<file path="config.mk">
export PLATFORM = sky130hd
export DESIGN_NAME = can_tx_id_rx_fifo_timestamp
export DESIGN_NICKNAME = d
export VERILOG_FILES = /design/src/logic/can_filter_table.v /design/src/logic/can_tx_id_rx_fifo_timestamp.v
export VERILOG_INCLUDE_DIRS = /design/src /design/src/logic
export SDC_FILE = /design/constraint.sdc
export NUM_CORES = 1
export LEC_CHECK = 0
export BUFFER_PORTS_ARGS = -buffer_cell sky130_fd_sc_hd__buf_2
export CAP_MARGIN = 5
export CORE_MARGIN = 2
export CORE_UTILIZATION = 35
export CTS_BUF_LIST = sky130_fd_sc_hd__clkbuf_4 sky130_fd_sc_hd__clkbuf_8 sky130_fd_sc_hd__clkbuf_16
export DETAILED_ROUTE_END_ITERATION = 8
export PLACE_DENSITY_LB_ADDON = 0.05
export SLEW_MARGIN = 20
export SYNTH_ARGS = -nofsm -noshare
export SYNTH_HDL_FRONTEND = slang
export SYNTH_HIERARCHICAL = 1
export SYNTH_SLANG_ARGS = --single-unit
export TNS_END_PERCENT = 30
</file>
<file path="constraint.sdc">
create_clock -name clk_i -period 20 [get_ports clk_i]
set_input_delay 3 -clock clk_i [delete_from_list [all_inputs] [get_ports clk_i]]
set_output_delay 3 -clock clk_i [all_outputs]
set_load 0.02 [all_outputs]
</file>
<file path="src/logic/can_rx_map.vh">
// Register offsets, field positions and reset values for the CAN receive block.
`ifndef CAN_RX_MAP_VH
`define CAN_RX_MAP_VH
`define OFF_TX_ID_HIGH 12'h000
`define OFF_TX_ID_LOW 12'h004
`define OFF_TX_EXT_ID_HIGH 12'h008
`define OFF_CONTROL 12'h00C
`define OFF_STATUS 12'h010
`define OFF_ENH_CONTROL 12'h014
`define OFF_IO_CONTROL 12'h018
`define OFF_RX_FULL 12'h01C
`define OFF_FILTER_EN 12'h020
`define OFF_BUF_TX 12'h024
`define OFF_MASK 12'h028
`define OFF_FILTER_BASE 12'h040
`define OFF_ASSIGN_BASE 12'h080
`define BIT_EXT_ID_ENABLE 3
`define BIT_WATERMARK_SEL 0
`define BIT_FIFO_MODE 1
`define BIT_TIMESTAMP_EN 2
`define BIT_CAPTURE_EN 4
`define CODE_FIFO_RX 5'h10
`define CODE_NONE 5'h00
`define CODE_WATERMARK 5'h11
`define RESET_BYTE 8'h00
`endif

</file>
<file path="src/logic/can_filter_table.v">
// Small memory holding acceptance filter words with a registered read port.
`timescale 1ns/1ps
`default_nettype none
module can_filter_table #(
  parameter WIDTH = 29,
  parameter DEPTH = 16,
  parameter AW = 4
) (
  input wire clk_i,
  input wire we_i,
  input wire [AW-1:0] waddr_i,
  input wire [WIDTH-1:0] wdata_i,
  input wire [AW-1:0] raddr_i,
  output reg [WIDTH-1:0] rdata_o
);
  // Storage words; contents are undefined until software writes them.
  reg [WIDTH-1:0] mem [0:DEPTH-1];

  // Write port and registered read port share the one clock.
  always @(posedge clk_i) begin
    if (we_i) begin
      mem[waddr_i] <= wdata_i;
    end
    rdata_o <= mem[raddr_i];
  end
endmodule
`default_nettype wire

</file>
<file path="src/logic/can_tx_id_rx_fifo_timestamp.v">
// CAN transmit identifier registers, receive acceptance, FIFO and time-stamp.
`timescale 1ns/1ps
`default_nettype none
`include "can_rx_map.vh"
module can_tx_id_rx_fifo_timestamp #(
  parameter NBUF = 8,
  parameter NFILT = 16,
  parameter IDW = 29
) (
  input wire clk_i,
  input wire resetn_i,
  input wire psel_i,
  input wire penable_i,
  input wire pwrite_i,
  input wire [11:0] paddr_i,
  input wire [31:0] pwdata_i,
  output reg [31:0] prdata_o,
  output wire pready_o,
  output wire pslverr_o,
  input wire msg_valid_i,
  input wire [IDW-1:0] msg_id_i,
  input wire msg_ext_i,
  input wire normal_capture_i,
  output reg capture_o,
  output reg rx_store_o,
  output reg [2:0] rx_store_buf_o,
  output reg fifo_empty_o,
  output reg watermark_o,
  output reg [IDW-1:0] tx_id_o,
  output reg tx_ext_o
);
  // Transmit identifier byte registers.
  reg [7:0] id_high_q;
  reg [2:0] id_low_top_q;
  reg ext_en_q;
  reg [1:0] id_low_bot_q;
  reg [7:0] ext_high_q;
  // Read pointer, interrupt code and full flags.
  reg [3:0] read_ptr_q;
  reg [2:0] write_ptr_q;
  reg [4:0] int_code_q;
  reg [NBUF-1:0] rx_full_q;
  // Configuration bits set by software.
  reg fifo_mode_q;
  reg watermark_sel_q;
  reg timestamp_en_q;
  reg capture_en_q;
  reg [NFILT-1:0] filter_en_q;
  reg [5:0] buf_tx_q;
  reg [IDW-1:0] mask_q;
  // Per-filter buffer assignment, three bits each.
  reg [2:0] assign_q [0:NFILT-1];
  // Matching walk over the filter table, one filter per cycle.
  reg scan_q;
  // Five bits so that the walk can reach one step past the last filter.
  reg [4:0] scan_idx_q;
  reg [IDW-1:0] scan_id_q;
  reg [NBUF-1:0] hits_q;
  reg can_event_q;
  integer i;
  // Loop index of the combinational count, kept apart from the clocked one.
  integer j;
  // Filter whose word the table presents in this step of the walk.
  wire [3:0] prev_idx = scan_idx_q[3:0] - 4'h1;

  // Bus decode: the slave always answers in the access cycle.
  wire wr_en = psel_i & penable_i & pwrite_i;
  wire rd_en = psel_i & penable_i & ~pwrite_i;
  wire filt_sel = (paddr_i[11:6] == 6'h01);
  wire asg_sel = (paddr_i[11:6] == 6'h02);
  assign pready_o = 1'b1;
  assign pslverr_o = 1'b0;

  // Filter words live in the small memory; the scan reads them in order.
  wire [IDW-1:0] filt_word;
  can_filter_table #(.WIDTH(IDW), .DEPTH(NFILT), .AW(4)) u_filters (
    .clk_i(clk_i),
    .we_i(wr_en & filt_sel),
    .waddr_i(paddr_i[5:2]),
    .wdata_i(pwdata_i[IDW-1:0]),
    .raddr_i(scan_idx_q[3:0]),
    .rdata_o(filt_word)
  );

  // Each bit accepts when masked off or when filter and id agree.
  function id_match;
    input [IDW-1:0] mask;
    input [IDW-1:0] filt;
    input [IDW-1:0] id;
    begin
      id_match = &(~mask | ~(filt ^ id));
    end
  endfunction

  // FIFO length: two dedicated buffers plus programmable ones before a
  // transmit buffer.
  function [3:0] fifo_len;
    input [5:0] txb;
    integer k;
    reg stop;
    begin
      fifo_len = 4'h2;
      stop = 1'b0;
      for (k = 0; k < 6; k = k + 1) begin
        if (txb[k]) begin
          stop = 1'b1;
        end else if (!stop) begin
          fifo_len = fifo_len + 4'h1;
        end
      end
    end
  endfunction

  // Lowest set bit wins when several buffers would accept.
  function [3:0] lowest;
    input [NBUF-1:0] v;
    integer k;
    begin
      lowest = 4'h8;
      for (k = NBUF - 1; k >= 0; k = k - 1) begin
        if (v[k]) begin
          lowest = k[3:0];
        end
      end
    end
  endfunction

  wire [3:0] flen = fifo_len(buf_tx_q);
  // Count of full buffers within the FIFO span.
  reg [3:0] used;
  always @* begin
    used = 4'h0;
    for (j = 0; j < NBUF; j = j + 1) begin
      if (j < flen && rx_full_q[j]) begin
        used = used + 4'h1;
      end
    end
  end
  wire [3:0] free_cnt = flen - used;
  wire [3:0] pick = lowest(hits_q);
  wire ptr_full = rx_full_q[read_ptr_q[2:0]];

  // Next read or write pointer, wrapping at the FIFO length.
  function [2:0] wrap_inc;
    input [2:0] p;
    input [3:0] len;
    begin
      if ({1'b0, p} + 4'h1 >= len) begin
        wrap_inc = 3'h0;
      end else begin
        wrap_inc = p + 3'h1;
      end
    end
  endfunction

  // Register writes, acceptance scan and FIFO pointers.
  always @(posedge clk_i) begin
    if (!resetn_i) begin
      id_high_q <= `RESET_BYTE;
      id_low_top_q <= 3'h0;
      ext_en_q <= 1'b0;
      id_low_bot_q <= 2'h0;
      ext_high_q <= `RESET_BYTE;
      read_ptr_q <= 4'h0;
      write_ptr_q <= 3'h0;
      int_code_q <= `CODE_NONE;
      rx_full_q <= {NBUF{1'b0}};
      fifo_mode_q <= 1'b0;
      watermark_sel_q <= 1'b0;
      timestamp_en_q <= 1'b0;
      capture_en_q <= 1'b0;
      filter_en_q <= {NFILT{1'b0}};
      buf_tx_q <= 6'h00;
      mask_q <= {IDW{1'b0}};
      scan_q <= 1'b0;
      scan_idx_q <= 5'h00;
      scan_id_q <= {IDW{1'b0}};
      hits_q <= {NBUF{1'b0}};
      rx_store_o <= 1'b0;
      rx_store_buf_o <= 3'h0;
      can_event_q <= 1'b0;
      for (i = 0; i < NFILT; i = i + 1) begin
        assign_q[i] <= 3'h0;
      end
    end else begin
      rx_store_o <= 1'b0;
      can_event_q <= 1'b0;
      // Software writes; clearing a full flag happens before any set below.
      if (wr_en) begin
        case (paddr_i)
          `OFF_TX_ID_HIGH: begin
            id_high_q <= pwdata_i[7:0];
          end
          `OFF_TX_ID_LOW: begin
            id_low_top_q <= pwdata_i[7:5];
            ext_en_q <= pwdata_i[`BIT_EXT_ID_ENABLE];
            id_low_bot_q <= pwdata_i[1:0];
          end
          `OFF_TX_EXT_ID_HIGH: begin
            ext_high_q <= pwdata_i[7:0];
          end
          `OFF_ENH_CONTROL: begin
            watermark_sel_q <= pwdata_i[`BIT_WATERMARK_SEL];
            fifo_mode_q <= pwdata_i[`BIT_FIFO_MODE];
            timestamp_en_q <= pwdata_i[`BIT_TIMESTAMP_EN];
          end
          `OFF_IO_CONTROL: begin
            capture_en_q <= pwdata_i[`BIT_CAPTURE_EN];
          end
          `OFF_RX_FULL: begin
            // Write one to clear a flag.
            rx_full_q <= rx_full_q & ~pwdata_i[NBUF-1:0];
          end
          `OFF_FILTER_EN: begin
            filter_en_q <= pwdata_i[NFILT-1:0];
          end
          `OFF_BUF_TX: begin
            buf_tx_q <= pwdata_i[5:0];
          end
          `OFF_MASK: begin
            mask_q <= pwdata_i[IDW-1:0];
          end
          default: begin
            if (asg_sel) begin
              assign_q[paddr_i[5:2]] <= pwdata_i[2:0];
            end
          end
        endcase
      end
      // In FIFO mode the pointer leaves a buffer once its flag is clear.
      // A full FIFO has both pointers equal, so pending data also moves it.
      if (fifo_mode_q && !ptr_full &&
          (read_ptr_q[2:0] != write_ptr_q || used != 4'h0)) begin
        read_ptr_q <= {1'b0, wrap_inc(read_ptr_q[2:0], flen)};
      end
      // Start a scan when a message is presented and none is running.
      if (msg_valid_i && !scan_q) begin
        scan_q <= 1'b1;
        scan_idx_q <= 5'h00;
        scan_id_q <= msg_ext_i ? msg_id_i : {msg_id_i[10:0], 18'h00000};
        hits_q <= {NBUF{1'b0}};
      end else if (scan_q) begin
        // Memory data lag the index by one, so step 16 checks filter 15.
        scan_idx_q <= scan_idx_q + 5'h01;
        if (scan_idx_q != 5'h00 && filter_en_q[prev_idx] &&
            id_match(mask_q, filt_word, scan_id_q)) begin
          if (fifo_mode_q) begin
            hits_q[0] <= 1'b1;
          end else begin
            hits_q[assign_q[prev_idx]] <= 1'b1;
          end
        end
        if (scan_idx_q == 5'h10) begin
          scan_q <= 1'b0;
        end
      end
      // Store decision one cycle after the scan closes.
      if (!scan_q && hits_q != {NBUF{1'b0}}) begin
        hits_q <= {NBUF{1'b0}};
        if (fifo_mode_q) begin
          if (!rx_full_q[write_ptr_q]) begin
            rx_full_q[write_ptr_q] <= 1'b1;
            rx_store_buf_o <= write_ptr_q;
            rx_store_o <= 1'b1;
            can_event_q <= timestamp_en_q;
            write_ptr_q <= wrap_inc(write_ptr_q, flen);
            int_code_q <= `CODE_FIFO_RX;
          end
        end else if (!rx_full_q[pick[2:0]]) begin
          rx_full_q[pick[2:0]] <= 1'b1;
          rx_store_buf_o <= pick[2:0];
          rx_store_o <= 1'b1;
          can_event_q <= timestamp_en_q;
        end
      end
    end
  end

  // Status outputs, capture routing and transmit id assembly.
  always @(posedge clk_i) begin
    if (!resetn_i) begin
      fifo_empty_o <= 1'b1;
      watermark_o <= 1'b0;
      capture_o <= 1'b0;
      tx_id_o <= {IDW{1'b0}};
      tx_ext_o <= 1'b0;
    end else begin
      fifo_empty_o <= ~ptr_full;
      watermark_o <= fifo_mode_q &&
        (free_cnt == (watermark_sel_q ? 4'h4 : 4'h1));
      capture_o <= capture_en_q ? can_event_q : normal_capture_i;
      tx_ext_o <= ext_en_q;
      if (ext_en_q) begin
        tx_id_o <= {id_high_q, id_low_top_q, id_low_bot_q, ext_high_q,
                    8'h00};
      end else begin
        tx_id_o <= {18'h00000, id_high_q, id_low_top_q};
      end
    end
  end

  // Read mux; unmapped addresses read zero.
  always @* begin
    prdata_o = 32'h00000000;
    if (rd_en) begin
      case (paddr_i)
        `OFF_TX_ID_HIGH: prdata_o = {24'h000000, id_high_q};
        `OFF_TX_ID_LOW: prdata_o = {24'h000000, id_low_top_q, 1'b0,
                                    ext_en_q, 1'b0, id_low_bot_q};
        `OFF_TX_EXT_ID_HIGH: prdata_o = {24'h000000, ext_high_q};
        `OFF_CONTROL: prdata_o = {28'h0000000, read_ptr_q};
        `OFF_STATUS: prdata_o = {27'h0000000, int_code_q};
        `OFF_ENH_CONTROL: prdata_o = {29'h00000000, timestamp_en_q,
                                      fifo_mode_q, watermark_sel_q};
        `OFF_IO_CONTROL: prdata_o = {27'h0000000, capture_en_q, 4'h0};
        `OFF_RX_FULL: prdata_o = {{(32-NBUF){1'b0}}, rx_full_q};
        `OFF_FILTER_EN: prdata_o = {{(32-NFILT){1'b0}}, filter_en_q};
        `OFF_BUF_TX: prdata_o = {26'h0000000, buf_tx_q};
        `OFF_MASK: prdata_o = {{(32-IDW){1'b0}}, mask_q};
        default: begin
          if (asg_sel) begin
            prdata_o = {29'h00000000, assign_q[paddr_i[5:2]]};
          end
        end
      endcase
    end
  end
endmodule
`default_nettype wire

</file>
==> impl_metrics.ini, run 1 <==
[synth]
synthCells = 2031
yosysSeqAreaShare_pct = 65.0
netlist.area_leader.share_pct = 51.5
synth_cell_types = 95
synth_area_leaders = edfxtp_1 51%, dfxtp_1 14%, mux4_2 11%, nand2_1 2.9%, a22oi_1 2.4%
yosysTopAreaCell = edfxtp_1
synth_fa_ha_area_share_pct = 1.11
synth_compound_area_share_pct = 7.77
ys_warn_count = 6
ys_async_sr_fraction_pct = 0
yosys_most_used_dff = edfxtp_1
yosys.area_share.simple_pct = 9.02
postSynthAreaPerCell_um2 = 14.7
synth_top_family_by_area = multiplexers
synth_edf_count = 512
synth_mux_area_share_pct = 12.6
synth-xor-area-share_pct = 2.14
synth.cell_area_mm2 = 0.0299
ys_seq_elements = 714

[cells_and_area]
syn2layout_area_growth_pct = 16.4
finalNetCount = 2280
stdcell_count = 3385
layout-drive-gt1-share_pct = 23.9

[sta]
finalClockSkew_ns = 0.0469
tightestPinTransition_ns = 1.11
post-route-period-util_pct = 46.3
setup-violations-final = 0
finalMaxSlewViolations = 0
rsz0062_at_grt = no
clock.fmax_mhz = 108
setup_tns_ns = 0
relSlewSlack_pct = 25.9
setup_ws_ns = 10.75
period_minus_slack_ns = 9.25
hold_viol = 0

[global_route]
grt_max_degree = 62
antenna_found_initial = 2
grt_pass1_vias = 18200
grt.total_usage_pct = 20.4
grt_first_pass_wirelength_um = 129000
globalRouteOverflowTotal = 0

[min_path]
hp-class = reg -> reg
worstHoldPathCells = 1

[floorplan]
coreArea_mm2 = 0.0849
io_pins = 152
start_util_pct = 35.2
fp-row-count = 107
die_w_um = 296
die_y_um = 296
dieArea_mm2 = 0.0877

[routing]
vias = 18200
post-route-drc-count = 0
detail-route-antenna-nets = 0
wl_per_cell_um = 26.3
firstDrtPassIters = 7
drt_iter0_markers = 1421
vias_per_cell = 5.38
drt_wl_total_um = 88900

[setup_path]
start_kind = input pin
cpMaxStageDelayCell = nor2_1
path_class = in -> out
crit_path_max_incr_delay_ns = 0.84
crit_required_ns = 17.00
crit_fanout = 13
path_cells = buf_2 -> or4_1 -> nor3_1 -> nand2_1 -> nor2_1 -> a222oi_1 -> a31oi_1 -> buf_2
end_kind = output port
crit_top_cell = buf_2
timing.critical_path.arrival_ns = 6.25
r2r_cells = 33

[run]
maxCapViolCount = 0

[power_and_ir_drop]
p_per_area_mw_per_mm2 = 94.8
leakage_nw = 11.8
vdd_drop_max_mv = 0.0978

[clock_network]
cts.path.max_buffers = 3
clk_latency_ns = 0.65
htree_levels = 3
clock-sinks = 714
cts-root-buf = clkbuf_16
cts_setup_buffers = 0
cts_resized = 0
numCtsBuffers = 82
cts_tree = done
cts-hold-fix-buffers = 0
cts.clk_slew.worst_paths_ns = 0.06

[place]
place_congestion = 0.779
hpwlAfterDp_um = 54400
post-place-ws_ns = 10.77
dp_cells = 3233
numPortBuffers = 143

[outcome]
outcome = finished clean
[synth_stat cells, types with 4 or more instances]
| library cell | number |
|---|---|
| buf_2 | 16 |
| a22o_1 | 22 |
| o31a_1 | 4 |
| buf_6 | 6 |
| a221oi_1 | 8 |
| a21oi_1 | 96 |
| a22oi_1 | 95 |
| a31oi_1 | 10 |
| dfxtp_1 | 202 |
| ha_1 | 25 |
| buf_1 | 5 |
| o21a_1 | 8 |
| xnor2_1 | 16 |
| nor3b_1 | 6 |
| and3_1 | 51 |
| and2_1 | 50 |
| edfxtp_1 | 512 |
| mux4_2 | 147 |
| xnor2_4 | 4 |
| mux2i_1 | 23 |
| mux4_1 | 6 |
| xor2_1 | 36 |
| nand3_1 | 42 |
| nor2_1 | 85 |
| o21ai_0 | 39 |
| clkbuf_1 | 95 |
| buf_4 | 5 |
| nand4_1 | 9 |
| nor3_1 | 27 |
| nor2b_1 | 13 |
| a222oi_1 | 7 |
| nor4_1 | 8 |
| inv_1 | 24 |
| nand2b_1 | 16 |
| nand3b_1 | 4 |
| nand2_1 | 230 |
[layer usage]
metal	wire, um	vias to the layer above	share of wire (%)	track usage (%)
li1	-	8131	-	-
met1	40800	9493	46	28.7
met2	42800	463	48	33.5
met3	3500	106	3.9	2.30
met4	1840	2	2.1	5.48
met5	13	-	0.015	0
[cell families (layout without fill, tap and decap cells)]
kind of cell             after synthesis  in the layout
buffers and inverters                155            361
other                                  2              6
adder cells (fa/ha/maj)               26             26
multiplexers                         182            182
AO/OA/AOI/OAI                        331            331
flip-flops                           714            714
AND/OR/NAND/NOR                      561            561
XOR/XNOR                              60             60
[per-stage QoR]
step | hold WS [ns] | total power, mW | utilization (%) | cell area (um2)
after floorplan | 0.415 | 1.71 | - | 29900
after global placement | 0.447 | 1.77 | 37.6 | 31900
after detailed placement | 0.433 | 1.77 | 37.6 | 31900
after CTS | 0.456 | 3.33 | 41.0 | 34800
after global routing | 0.467 | 3.41 | 41.0 | 34800
final | 0.457 | 3.29 | 41.0 | 34800
[where the power goes]
| part | internal [mW] | total, mW | switching, mW | leakage [nW] |
|---|---|---|---|---|
| Sequential | 1.59 | 1.61 | 0.0116 | 6.27 |
| Clock | 0.940 | 1.55 | 0.615 | 1.41 |
| Combinational | 0.0530 | 0.133 | 0.0804 | 4.09 |
| Total | 2.59 | 3.29 | 0.707 | 11.8 |
[sequential cells by signal (all words and copies together), names as in the netlist, 2 cells and up]
register	count
assign_q	48
buf_tx_q	6
ext_high_q	8
filter_en_q	16
hits_q	8
id_high_q	8
id_low_bot_q	2
id_low_top_q	3
mask_q	29
read_ptr_q	3
rx_full_q	8
rx_store_buf_o	3
scan_id_q	29
scan_idx_q	5
tx_id_o	29
u_filters/mem	464
u_filters/rdata_o	29
write_ptr_q	3
[worst max-delay path, delay by kind of cell]
kind,cells,cell delay [ns]
simple gates,4,2.17
buf+inv,2,0.33
compound gates,2,0.74
[layout by cell type (no fill, tap or decap), types with 25 or more instances in the layout]
master,n
and3_1,51
o21ai_0,39
nand2_1,230
edfxtp_1,512
clkbuf_16,83
buf_4,40
and2_1,49
xor2_1,36
ha_1,25
dfxtp_1,200
a21oi_1,96
nand3_1,42
mux4_2,147
a22oi_1,95
buf_2,143
nor2_1,71
[cell type report]
cell class                 instances  area (um2)
multi-input combinational       1165        9940
sequential                       714       19400
timing repair buffer             183        1020
clock buffer                     113        2380
tap                             1144        1430
fill                            7881       50100
clock inverter                    38         462
antenna                            1        2.50
inverter                          27         109
[worst paths after layout]
path,from,to,slack (ns)
worst max register to register,buf_tx_q[0],watermark_o,12.06
worst max-delay path,paddr_i[9],prdata_o[4],10.75
worst min-delay path,scan_idx_q[4],scan_q,0.46
worst min register to register,scan_idx_q[4],scan_q,0.46
Power figures use the tool's default switching activity.
==> run 2: changes to the inputs <==
Clock period 20 ns to 9.2 ns, I/O delays scaled along.
==> impl_metrics.ini, run 2 (same netlist as run 1, synthesis figures left out) <==
[outcome]
outcome = finished clean

[setup_path]
crit_top_cell = ha_1
crit_fanout = 9
timing.critical_path.arrival_ns = 8.34
r2r_cells = 33
crit_required_ns = 9.70
timing.rr.end = watermark_o
end_kind = register
cpMaxStageDelayCell = or4b_4
path_class = reg -> reg
crit_end = watermark_o
start_kind = register
reg2reg_slack_ns = 1.35
worstReg2RegStart = buf_tx_q[0]
crit_path_max_incr_delay_ns = 0.47
startpoint = buf_tx_q[0]

[clock_network]
numCtsBuffers = 81
cts.clk_slew.worst_paths_ns = 0.06
cts-root-buf = clkbuf_16
cts_tree = done
clk_latency_ns = 0.63
cts_resized = 0
clock-sinks = 714
htree_levels = 3
cts.path.max_buffers = 3
cts-hold-fix-buffers = 0
cts_setup_buffers = 0

[min_path]
hp-class = reg -> reg

[sta]
relSlewSlack_pct = 24.5
setup_tns_ns = 0
hold_viol = 0
tightestPinTransition_ns = 1.13
setup-violations-final = 0
hold_ws_ns = 0.445
rsz0062_at_grt = no
finalMaxSlewViolations = 0
post-route-period-util_pct = 85.3
setup_ws_ns = 1.35
period_minus_slack_ns = 7.85
clock.fmax_mhz = 127
finalClockSkew_ns = 0.0240

[power_and_ir_drop]
switching_share_pct = 21.7
p_sw_mw = 1.52
combPwrFrac_pct = 4.1
seqPwrFrac_pct = 49.9
vdd_drop_max_mv = 0.120
p_per_area_mw_per_mm2 = 202
leakage_nw = 11.7
clkPwrFrac_pct = 46.0
power_mw = 7.00
internal-power_mw = 5.48

[routing]
detail-route-antenna-nets = 0
vias_per_cell = 5.37
drt_wl_total_um = 89800
vias = 18100
drt_iter0_markers = 1359
firstDrtPassIters = 5
wl_per_cell_um = 26.5
post-route-drc-count = 0

[cells_and_area]
final_common_cell = edfxtp_1
multi_input_area_mm2 = 0.00994
fill_cells = 7911
final_util_pct = 40.8
finalNetCount = 2279
top_regs = u_filters/mem (464), assign_q (48)
layout-drive-gt1-share_pct = 24.0
layout_common_cells = 512 x edfxtp_1, 230 x nand2_1, 200 x dfxtp_1, 147 x mux4_2, 143 x buf_2
stdcell_count = 3381
ff_latch_area_mm2 = 0.0194
top_register = u_filters/mem
syn2layout_area_growth_pct = 15.8
largest_register_ffs = 464
fin_area_mm2 = 0.0346
n_antenna_cell = 0

[run]
maxCapViolCount = 0

[floorplan]
fp-row-count = 107
dieArea_mm2 = 0.0877
coreArea_mm2 = 0.0849
die_y_um = 296
die_w_um = 296
io_pins = 152
start_util_pct = 35.2

[global_route]
antenna_found_initial = 4
grt_max_degree = 52
grt_pass1_vias = 18400
globalRouteOverflowTotal = 0
grt_first_pass_wirelength_um = 130000
grt.total_usage_pct = 20.6

[place]
post-place-ws_ns = 1.42
hpwlAfterDp_um = 54100
postPlaceCellArea_mm2 = 0.0319
place_congestion = 0.780
dp_cells = 3233
numPortBuffers = 143
==> run 2: cell types whose count changed in the layout (fill, tap and decap cells not counted), moves of 3 or more <==
| cell | delta |
|---|---|
| clkinv_1 | -5 |
| clkbuf_8 | -5 |
| bufinv_16 | -4 |
| clkbuf_4 | +8 |
| clkinv_2 | +3 |
==> run 2: power groups by stage <==
| stage | sequential (mW) | combinational, mW | clock, mW |
|---|---|---|---|
| 5_1_grt | 3.49 | 0.315 | 3.43 |
| 6_report | 3.49 | 0.290 | 3.22 |
| 3_3_place_gp | 3.56 | 0.292 | 0 |
| 4_1_cts | 3.49 | 0.297 | 3.30 |
| 3_5_place_dp | 3.56 | 0.296 | 0 |
| 2_1_floorplan | 3.54 | 0.183 | 0 |
==> run 2: layout make-up <==
| class | instances | area share [%] |
|---|---|---|
| Inverter | 27 | 0.315 |
| Sequential cell | 714 | 56.2 |
| Clock inverter | 33 | 0.930 |
| Timing Repair Buffer | 183 | 2.94 |
| Clock buffer | 115 | 6.78 |
| Multi-Input combinational cell | 1165 | 28.7 |
| Tap cell | 1144 | 4.14 |
==> run 2: per-layer routing <==
metal / vias to the layer above / routed length [um] / global-route usage, %
met5: - / 27 / 0
li1: 8120 / - / -
met4: 4 / 2190 / 6.23
met2: 483 / 43100 / 33.9
met1: 9424 / 40100 / 28.3
met3: 116 / 4260 / 2.97
==> run 2: worst min path at each step <==
stage	slack, ns	to	from	cells past startpoint
3_5_place_dp	0.43	scan_q	scan_idx_q[4]	1
5_1_grt	0.47	scan_q	scan_idx_q[4]	1
3_3_place_gp	0.43	scan_q	scan_idx_q[4]	1
6_report	0.44	scan_q	scan_idx_q[4]	1
2_1_floorplan	0.41	scan_q	scan_idx_q[4]	1
4_1_cts	0.44	scan_q	scan_idx_q[4]	1
==> run 2: worst max-delay path, delay by kind of cell, from the launching register on <==
kind	cells	cell delay [ns]
xor+xnor	2	0.33
compound gates	7	1.52
buf+inv	3	0.31
flops	1	0.37
simple gates	8	1.60
mux	4	0.96
fa+ha+maj	9	2.62
